<file path="src/common/ahc_hex_conv_defs.vh">
// Functional notes
// a conversion runs only while the execution bit is set; operands come from registers.
// bit 7 of each source byte is the parity position, not part of the character.
// designator top digit selects parity: 0 none, 1 even, 2 odd.
// no parity: any byte with bit 7 set is an error.
// even parity: any byte with an odd count of ones is an error.
// odd parity: any byte with an even count of ones is an error.
// designator 0121 is no parity, upper byte first, three bytes, digit 1.
// designator 1011 is even parity, lower byte first, two bytes, digit 1.
// the digit value depends on the lower seven bits only.
// codes 30-39 give digits 0-9, codes 41-46 give digits A-F.
// bytes advance upward into the next word; digits advance upward, 3 wraps to 0.
// destination digits not written keep their previous contents.
// error flag set on parity, code or designator range fault, else cleared.
// on any error the destination word stays entirely unchanged.
`ifndef AHC_HEX_CONV_DEFS_VH
`define AHC_HEX_CONV_DEFS_VH

// ----------------------------------------------------------------
// register byte offsets
// ----------------------------------------------------------------
`define AHC_OFF_CTRL 8'h00
`define AHC_OFF_DESIG 8'h04
`define AHC_OFF_SRC0 8'h08
`define AHC_OFF_SRC1 8'h0C
`define AHC_OFF_SRC2 8'h10
`define AHC_OFF_DEST 8'h14
`define AHC_OFF_STATUS 8'h18

// ----------------------------------------------------------------
// field positions
// ----------------------------------------------------------------
`define AHC_CTRL_EXEC 0
`define AHC_STAT_ERR 0
`define AHC_STAT_BUSY 1
`define AHC_DSG_PAR 15:12
`define AHC_DSG_SBYTE 11:8
`define AHC_DSG_CNT 7:4
`define AHC_DSG_DIG 3:0

// ----------------------------------------------------------------
// field limits, codes and reset values
// ----------------------------------------------------------------
`define AHC_PAR_NONE 2'h0
`define AHC_PAR_EVEN 2'h1
`define AHC_PAR_ODD 2'h2
`define AHC_PAR_MAX 4'h2
`define AHC_SBYTE_MAX 4'h1
`define AHC_CNT_MAX 4'h3
`define AHC_DIG_MAX 4'h3
`define AHC_CHR_NUM_LO 7'h30
`define AHC_CHR_NUM_HI 7'h39
`define AHC_CHR_ALPHA_LO 7'h41
`define AHC_CHR_ALPHA_HI 7'h46
`define AHC_CHR_ALPHA_BIAS 7'h37
`define AHC_RST_WORD16 16'h0000
`define AHC_RST_WORD32 32'h0000_0000
`define AHC_HSIZE_WORD 3'h2

`endif

</file>
<file path="src/rtl/ahc_pair_buf.v">
`timescale 1ns/1ns
module ahc_pair_buf #(
    parameter WIDTH = 8
) (
    input wire mclk,
    input wire rstn,
    input wire in_valid,
    output wire in_ready,
    input wire [WIDTH-1:0] in_data,
    output wire out_valid,
    input wire out_ready,
    output wire [WIDTH-1:0] out_data
);

    // ------------------------------------------------------------
    // two-slot storage with wrap-around pointers
    // ------------------------------------------------------------
    reg [WIDTH-1:0] slot_reg [0:1];
    reg wr_ptr_reg;
    reg rd_ptr_reg;
    reg [1:0] fill_reg;
    wire push;
    wire pop;

    assign in_ready = (fill_reg != 2'h2);
    assign out_valid = (fill_reg != 2'h0);
    assign push = in_valid & in_ready;
    assign pop = out_valid & out_ready;
    assign out_data = slot_reg[rd_ptr_reg];

    genvar i;
    generate
        for (i = 0; i < 2; i = i + 1) begin : g_slot
            always @(posedge mclk or negedge rstn) begin
                if (!rstn) begin
                    slot_reg[i] <= {WIDTH{1'b0}};
                end else if (push && (wr_ptr_reg == i)) begin
                    slot_reg[i] <= in_data;
                end
            end
        end
    endgenerate

    always @(posedge mclk or negedge rstn) begin
        if (!rstn) begin
            wr_ptr_reg <= 1'b0;
            rd_ptr_reg <= 1'b0;
            fill_reg <= 2'h0;
        end else begin
            if (push) begin
                wr_ptr_reg <= ~wr_ptr_reg;
            end
            if (pop) begin
                rd_ptr_reg <= ~rd_ptr_reg;
            end
            if (push && !pop) begin
                fill_reg <= fill_reg + 2'h1;
            end else if (pop && !push) begin
                fill_reg <= fill_reg - 2'h1;
            end
        end
    end

endmodule

</file>
<file path="src/rtl/ahc_hex_conv.v">
// Design decisions made here: the register offsets and the AHB-Lite interface to the registers.
`timescale 1ns/1ns
`include "ahc_hex_conv_defs.vh"
module ahc_hex_conv (
    input wire mclk,
    input wire rstn,
    input wire hsel,
    input wire [31:0] haddr,
    input wire [1:0] htrans,
    input wire hwrite,
    input wire [2:0] hsize,
    input wire [31:0] hwdata,
    input wire hready,
    output wire [31:0] hrdata,
    output wire hreadyout,
    output wire hresp,
    output wire error_flag_out,
    output wire busy_out
);

    // ------------------------------------------------------------
    // state codes
    // ------------------------------------------------------------
    localparam [2:0] ST_IDLE = 3'b001;
    localparam [2:0] ST_RUN = 3'b010;
    localparam [2:0] ST_DONE = 3'b100;

    // ------------------------------------------------------------
    // declarations
    // ------------------------------------------------------------
    reg pend_reg;
    reg [7:0] addr_reg;
    reg wr_reg;
    reg size_ok_reg;
    reg hready_reg;
    reg [31:0] hrdata_reg;
    reg [31:0] rdata_next;

    reg exec_reg;
    reg [15:0] desig_reg;
    reg [15:0] src0_reg;
    reg [15:0] src1_reg;
    reg [15:0] src2_reg;
    reg [15:0] dest_reg;
    reg err_reg;

    reg [2:0] state_reg;
    reg [1:0] par_reg;
    reg [1:0] cnt_reg;
    reg [1:0] dig_reg;
    reg [2:0] byte_idx_reg;
    reg [2:0] push_cnt_reg;
    reg [1:0] pop_cnt_reg;
    reg [15:0] work_reg;
    reg perr_reg;
    reg busy_reg;
    reg hresp_reg;
    reg [47:0] src_lat_reg;
    reg par_bad;

    wire acc;
    wire bus_wr;
    wire start;
    wire range_bad;
    wire run;
    wire [47:0] src_flat;
    wire in_valid;
    wire in_ready;
    wire [7:0] in_data;
    wire out_valid;
    wire out_ready;
    wire [7:0] out_data;
    wire [4:0] dec;
    wire [15:0] field_max;
    wire [3:0] field_bad;
    wire [15:0] lane_mask;
    wire byte_bad;
    wire pop;

    // ------------------------------------------------------------
    // character decode: {bad, digit}
    // ------------------------------------------------------------
    function [4:0] hex_decode;
        input [6:0] c;
        reg [6:0] d;
        begin
            d = 7'h00;
            if (c >= `AHC_CHR_NUM_LO && c <= `AHC_CHR_NUM_HI) begin
                d = c - `AHC_CHR_NUM_LO;
                hex_decode = {1'b0, d[3:0]};
            end else if (c >= `AHC_CHR_ALPHA_LO && c <= `AHC_CHR_ALPHA_HI) begin
                d = c - `AHC_CHR_ALPHA_BIAS;
                hex_decode = {1'b0, d[3:0]};
            end else begin
                hex_decode = {1'b1, 4'h0};
            end
        end
    endfunction

    // ------------------------------------------------------------
    // ahb-lite slave: one wait state per transfer, always okay
    // ------------------------------------------------------------
    assign acc = hsel & htrans[1] & hready;
    assign bus_wr = pend_reg & wr_reg & size_ok_reg;
    assign hrdata = hrdata_reg;
    assign hreadyout = hready_reg;
    assign hresp = hresp_reg;

    always @(posedge mclk or negedge rstn) begin
        if (!rstn) begin
            pend_reg <= 1'b0;
            addr_reg <= 8'h00;
            wr_reg <= 1'b0;
            size_ok_reg <= 1'b0;
            hready_reg <= 1'b1;
            hrdata_reg <= `AHC_RST_WORD32;
        end else if (pend_reg) begin
            pend_reg <= 1'b0;
            hready_reg <= 1'b1;
            hrdata_reg <= wr_reg ? `AHC_RST_WORD32 : rdata_next;
        end else if (acc) begin
            pend_reg <= 1'b1;
            addr_reg <= haddr[7:0];
            wr_reg <= hwrite;
            size_ok_reg <= (hsize == `AHC_HSIZE_WORD);
            hready_reg <= 1'b0;
        end
    end

    // ------------------------------------------------------------
    // response flop: the slave never answers with an error
    // ------------------------------------------------------------
    always @(posedge mclk or negedge rstn) begin
        if (!rstn) begin
            hresp_reg <= 1'b0;
        end else begin
            hresp_reg <= 1'b0;
        end
    end

    // ------------------------------------------------------------
    // register read mux, unmapped offsets read zero
    // ------------------------------------------------------------
    always @* begin
        rdata_next = `AHC_RST_WORD32;
        case (addr_reg)
            `AHC_OFF_CTRL: rdata_next[`AHC_CTRL_EXEC] = exec_reg;
            `AHC_OFF_DESIG: rdata_next[15:0] = desig_reg;
            `AHC_OFF_SRC0: rdata_next[15:0] = src0_reg;
            `AHC_OFF_SRC1: rdata_next[15:0] = src1_reg;
            `AHC_OFF_SRC2: rdata_next[15:0] = src2_reg;
            `AHC_OFF_DEST: rdata_next[15:0] = dest_reg;
            `AHC_OFF_STATUS: begin
                rdata_next[`AHC_STAT_ERR] = err_reg;
                rdata_next[`AHC_STAT_BUSY] = busy_reg;
            end
            default: rdata_next = `AHC_RST_WORD32;
        endcase
    end

    // ------------------------------------------------------------
    // operand registers written by software
    // ------------------------------------------------------------
    always @(posedge mclk or negedge rstn) begin
        if (!rstn) begin
            exec_reg <= 1'b0;
            desig_reg <= `AHC_RST_WORD16;
            src0_reg <= `AHC_RST_WORD16;
            src1_reg <= `AHC_RST_WORD16;
            src2_reg <= `AHC_RST_WORD16;
        end else if (bus_wr) begin
            case (addr_reg)
                `AHC_OFF_CTRL: exec_reg <= hwdata[`AHC_CTRL_EXEC];
                `AHC_OFF_DESIG: desig_reg <= hwdata[15:0];
                `AHC_OFF_SRC0: src0_reg <= hwdata[15:0];
                `AHC_OFF_SRC1: src1_reg <= hwdata[15:0];
                `AHC_OFF_SRC2: src2_reg <= hwdata[15:0];
                default: exec_reg <= exec_reg;
            endcase
        end
    end

    // ------------------------------------------------------------
    // designator checks and launch
    // ------------------------------------------------------------
    // one limit per designator digit, parity digit on top
    assign field_max = {`AHC_PAR_MAX, `AHC_SBYTE_MAX, `AHC_CNT_MAX, `AHC_DIG_MAX};
    genvar f;
    generate
        for (f = 0; f < 4; f = f + 1) begin : g_field
            assign field_bad[f] = (desig_reg[f*4 +: 4] > field_max[f*4 +: 4]);
        end
    endgenerate
    assign range_bad = |field_bad;
    // a write of ctrl with the execution bit set launches one conversion
    assign start = bus_wr & (addr_reg == `AHC_OFF_CTRL) & hwdata[`AHC_CTRL_EXEC]
                 & state_reg[0];
    // both sides pause whenever software drops the execution bit
    assign run = state_reg[1] & exec_reg;

    // ------------------------------------------------------------
    // source snapshot: writes to the source words during a run
    // cannot change the bytes of the conversion under way
    // ------------------------------------------------------------
    assign src_flat = {src2_reg, src1_reg, src0_reg};

    always @(posedge mclk or negedge rstn) begin
        if (!rstn) begin
            src_lat_reg <= {3{`AHC_RST_WORD16}};
        end else if (start && !range_bad) begin
            src_lat_reg <= src_flat;
        end
    end

    // ------------------------------------------------------------
    // byte feeder into the two-entry buffer
    // ------------------------------------------------------------
    assign in_valid = run & (push_cnt_reg <= {1'b0, cnt_reg});
    // byte index climbs from lower to upper byte, then into the next word
    assign in_data = src_lat_reg[{byte_idx_reg, 3'b000} +: 8];

    ahc_pair_buf #(
        .WIDTH(8)
    ) i_ahc_pair_buf (
        .mclk(mclk),
        .rstn(rstn),
        .in_valid(in_valid),
        .in_ready(in_ready),
        .in_data(in_data),
        .out_valid(out_valid),
        .out_ready(out_ready),
        .out_data(out_data)
    );

    // ------------------------------------------------------------
    // byte checker and decoder
    // ------------------------------------------------------------
    assign out_ready = run;
    assign pop = out_valid & out_ready;
    assign dec = hex_decode(out_data[6:0]); // see R02
    // parity verdict for the byte at the buffer head
    always @* begin
        par_bad = 1'b0;
        case (par_reg)
            `AHC_PAR_NONE: par_bad = out_data[7];
            `AHC_PAR_EVEN: par_bad = ^out_data;
            `AHC_PAR_ODD: par_bad = ~(^out_data);
            default: par_bad = 1'b1;
        endcase
    end
    assign byte_bad = par_bad | dec[4];

    // ------------------------------------------------------------
    // destination digit lanes
    // ------------------------------------------------------------
    genvar g;
    generate
        for (g = 0; g < 4; g = g + 1) begin : g_lane
            assign lane_mask[g*4 +: 4] = {4{dig_reg == g}};
        end
    endgenerate

    // ------------------------------------------------------------
    // conversion sequencer
    // ------------------------------------------------------------
    always @(posedge mclk or negedge rstn) begin
        if (!rstn) begin
            state_reg <= ST_IDLE;
            par_reg <= `AHC_PAR_NONE;
            cnt_reg <= 2'h0;
            dig_reg <= 2'h0;
            byte_idx_reg <= 3'h0;
            push_cnt_reg <= 3'h0;
            pop_cnt_reg <= 2'h0;
            work_reg <= `AHC_RST_WORD16;
            perr_reg <= 1'b0;
            dest_reg <= `AHC_RST_WORD16;
            err_reg <= 1'b0;
        end else begin
            if (bus_wr && addr_reg == `AHC_OFF_DEST) begin
                dest_reg <= hwdata[15:0];
            end
            case (state_reg)
                ST_IDLE: begin
                    if (start && range_bad) begin
                        err_reg <= 1'b1; // see R13
                    end else if (start) begin
                        // field layout gives 0121 and 1011 their meaning
                        par_reg <= desig_reg[13:12]; // see R03 see R07
                        byte_idx_reg <= {2'b00, desig_reg[8]};
                        cnt_reg <= desig_reg[5:4];
                        dig_reg <= desig_reg[1:0];
                        push_cnt_reg <= 3'h0;
                        pop_cnt_reg <= 2'h0;
                        // untouched digits carry over from the old word
                        work_reg <= dest_reg;
                        perr_reg <= 1'b0;
                        state_reg <= ST_RUN;
                    end
                end
                ST_RUN: begin
                    if (in_valid && in_ready) begin
                        byte_idx_reg <= byte_idx_reg + 3'h1;
                        push_cnt_reg <= push_cnt_reg + 3'h1;
                    end
                    if (pop) begin
                        work_reg <= (work_reg & ~lane_mask) | ({4{dec[3:0]}} & lane_mask);
                        dig_reg <= dig_reg + 2'h1;
                        pop_cnt_reg <= pop_cnt_reg + 2'h1;
                        perr_reg <= perr_reg | byte_bad;
                        if (pop_cnt_reg == cnt_reg) begin
                            state_reg <= ST_DONE;
                        end
                    end
                end
                ST_DONE: begin
                    if (!perr_reg) begin
                        dest_reg <= work_reg;
                    end
                    err_reg <= perr_reg;
                    state_reg <= ST_IDLE;
                end
                default: state_reg <= ST_IDLE;
            endcase
        end
    end

    // ------------------------------------------------------------
    // status pins
    // ------------------------------------------------------------
    // busy is set with the launch and cleared as the sequencer leaves done
    always @(posedge mclk or negedge rstn) begin
        if (!rstn) begin
            busy_reg <= 1'b0;
        end else if (start && !range_bad) begin
            busy_reg <= 1'b1;
        end else if (state_reg[2]) begin
            busy_reg <= 1'b0;
        end
    end

    assign error_flag_out = err_reg;
    assign busy_out = busy_reg;

endmodule

</file>
<file path="config.mk">
export PLATFORM = sky130hd
export DESIGN_NAME = ahc_hex_conv
export DESIGN_NICKNAME = d
export VERILOG_FILES = /design/src/rtl/ahc_pair_buf.v /design/src/rtl/ahc_hex_conv.v
export VERILOG_INCLUDE_DIRS = /design/src /design/src/common
export SDC_FILE = /design/constraint.sdc
export NUM_CORES = 1
export LEC_CHECK = 0
export BUFFER_PORTS_ARGS = -buffer_cell sky130_fd_sc_hd__buf_2
export CORE_MARGIN = 5
export CORE_UTILIZATION = 35
export CTS_BUF_LIST = sky130_fd_sc_hd__clkbuf_8
export CTS_CLUSTER_SIZE = 24
export DETAILED_ROUTE_END_ITERATION = 16
export GPL_TIMING_DRIVEN = 0
export HOLD_SLACK_MARGIN = 0.12
export SLEW_MARGIN = 30
export SYNTH_ARGS = -nofsm -noshare
export SYNTH_HDL_FRONTEND = slang
export SYNTH_HIERARCHICAL = 1
export SYNTH_SLANG_ARGS = --single-unit
export TNS_END_PERCENT = 50
</file>
<file path="constraint.sdc">
create_clock -name mclk -period 4 [get_ports mclk]
set_input_delay 0.8 -clock mclk [delete_from_list [all_inputs] [get_ports mclk]]
set_output_delay 0.8 -clock mclk [all_outputs]
set_load 0.005 [all_outputs]
</file>
==> reports/results.ini <==
[clock_network]
htree_levels = 2
cts_sinks = 213
cts_tree = done
clk_path_buf_depth = 3
cts_buffers = 37
cts_setup_buffers = 0
cts_resized = 0
cts-root-buf = clkbuf_8
insertion_delay_ns = 0.54
postCtsHoldBufs = 0
clk_pin_slew_ns = 0.06

[final_layout]
largest_reg_flops = 48
syn2layout_area_growth_pct = 15.7
drive_gt1_share_pct = 23.7
n_antenna_cell = 0
final_core_util_pct = 41.0
layout_common_cells = nand2_1 (225), dfrtp_1 (211), mux2_2 (78)
final_common_cell = nand2_1
fillers = 2776
nNetsFinal = 1148
fin_area_mm2 = 0.0118

[sta]
clock_skew_ns = 0.0180
rsz0062_at_grt = false
report.final.setup_viol = 0
maxSlewViolCount = 0
fin_tns_setup_ns = 0
hold_viol_final = 0
fmax_ghz = 0.310
worst_hold_slack_ns = 0.204
tightest_slew_ns = 0.887
period_share_pct = 80.7
period_needed_ns = 3.23
relSlewSlack_pct = 40.7

[die]
die_area_mm2 = 0.0327
start_util_pct = 35.5
die_h_um = 181
die_w_um = 181
placementRows = 62
ios = 110
fp.coreArea_mm2 = 0.0288

[worst_setup_path]
cp_top_family = simple AND/OR/NAND/NOR gates
cpMaxStageDelayCell = nor4b_2
regToRegEndpoint = src0_reg[13]
cp.arrival_ns = 3.64
worstPathCellList = or4_1 > buf_2 > nor4b_2 > and2_1 > clkbuf_1 > buf_2 > mux2_2
slowest_delay_ns = 0.71
r2r_cells = 7
crit_path_max_fanout = 10
cp-start-kind = flip-flop
cp_data_required_time_ns = 4.42
crit_buf_inv = 3
crit_type = reg2reg
timing.reg2reg.setup_slack_ns = 0.77
cpMostUsedCell = buf_2
crit_path_end_kind = flip-flop
timing.rr.start = addr_reg[5]

[place]
place_area_mm2 = 0.0111
port_buffers = 51
gp_congestion = 0.863
dp.final_hpwl_um = 20400

[drt]
viasPerCell = 5.16
drt_iter0_markers = 513
ant_nets = 0
dr_total_vias = 7568
wl_per_cell_um = 19.2
dr.pass1.iters = 5
drc_errors = 0
drt-total-wl_um = 28100

[power]
pwr_density_cell_mw_per_mm2 = 391
vdd_drop_max_v = 0.000242
p_leak_uw = 0.00548

[yosys]
avgSynthCellArea_um2 = 10.7
yosysTopAreaCell = dfrtp_1
ys_ff_latch = 213
syn_area_mm2 = 0.0102
synth_async_sr_flop_share_pct = 100
ys_types = 65
synth_edf_count = 0
synth_top_area_share_pct = 51.7
synth_flop_cell = dfrtp_1
synthCells = 950
yosys-top-cells-area = dfrtp_1 (52%), mux2_2 (8.6%), nand2_1 (8.3%), mux2i_1 (2.6%), mux2_4 (2.4%)
yosysSeqAreaShare_pct = 52.2
ys_warn_count = 6

[global_routing]
grt_usage_pct = 17.1
grt_max_degree = 84
overflow = 0
antenna_found_initial = 0
grt_pass1_vias = 7737
grt_pass1_wl_um = 44400

[min_path]
hold_class = in2async

[status]
status = complete, no violations

[job]
drv_cap = 0

==> cell usage after synthesis (all sizes together) (2+ instances only) <==
master  number
or2          6
and2         9
a22o         2
o22ai       11
a211oi       3
nor2b        2
nor3         6
or4          3
clkbuf      41
nor4b        4
o21ai       43
nand3b       5
xnor2        7
a22oi       30
o211ai       9
a21oi       35
dfrtp      211
nand2      225
inv         24
a41oi       15
nand2b       6
nand4        2
a221o        4
nor2        18
mux2        94
and3         3
mux2i       27
or3          3
o31ai       10
buf         32
a21o         3
nand3        6
dfstp        2
xor2         3
mux4         8
ha          16
o21a         7
==> worst max-delay path by stage <==
stage / from / endpoint / slack (ns) / cells after the start
2_1_floorplan: hwdata[0] / flip-flop / 1.23 / 8
3_3_place_gp: rstn / i_ahc_pair_buf/slot_reg[14] / -1.61 / 1
3_5_place_dp: hwdata[0] / src_lat_reg[4] / 0.65 / 9
4_1_cts: addr_reg[5] / src0_reg[14] / 0.80 / 7
5_1_grt: addr_reg[5] / src0_reg[13] / 0.63 / 7
6_report: addr_reg[5] / src0_reg[13] / 0.77 / 7
==> report_power, final <==
group	switching (uW)	internal, uW
sequential	61.0	2230
clock	911	1100
combinational	185	129
==> cells by family after synthesis <==
logic type | count (synthesis) | synth area share [%]
muxes | 129 | 15.4
adders and majority gates | 16 | 1.96
other | 1 | 0.0367
buffers and inverters | 98 | 4.69
and+or+nand+nor | 304 | 13.3
AOI/OAI and AO/OA | 179 | 11.5
DFF | 213 | 52.2
xor gates and xnor gates | 10 | 0.858
==> area by class of cell <==
class | count | area, um2 | area share (%)
sequential | 213 | 5330 | 45.1
inverter | 25 | 93.8 | 0.794
buffer | 73 | 385 | 3.26
timing repair buffer | 53 | 320 | 2.71
tap | 384 | 480 | 4.07
clock buffer | 46 | 633 | 5.36
clock inverter | 18 | 106 | 0.900
multi-input combinational | 655 | 4460 | 37.8
==> metrics by stage <==
| stage | cells | setup slack, ns | power (uW) |
|---|---|---|---|
| global placement | 1401 | -1.61 | 2640 |
| floorplan | 966 | 1.23 | 2470 |
| global route | 1467 | 0.629 | 4800 |
| detailed placement | 1403 | 0.648 | 2650 |
| CTS | 1467 | 0.795 | 4670 |
| finish | 1467 | 0.774 | 4620 |
==> metal layers <==
layer | vias to the layer above | share of wire, % | track usage [%]
li1 | 3511 | - | -
met1 | 3774 | 46 | 24.2
met2 | 240 | 46 | 27.2
met3 | 43 | 6.2 | 3.16
met4 | 0 | 1.9 | 4.36
met5 | - | 0 | 0
No activity file was read; power rests on OpenSTA's default activity.
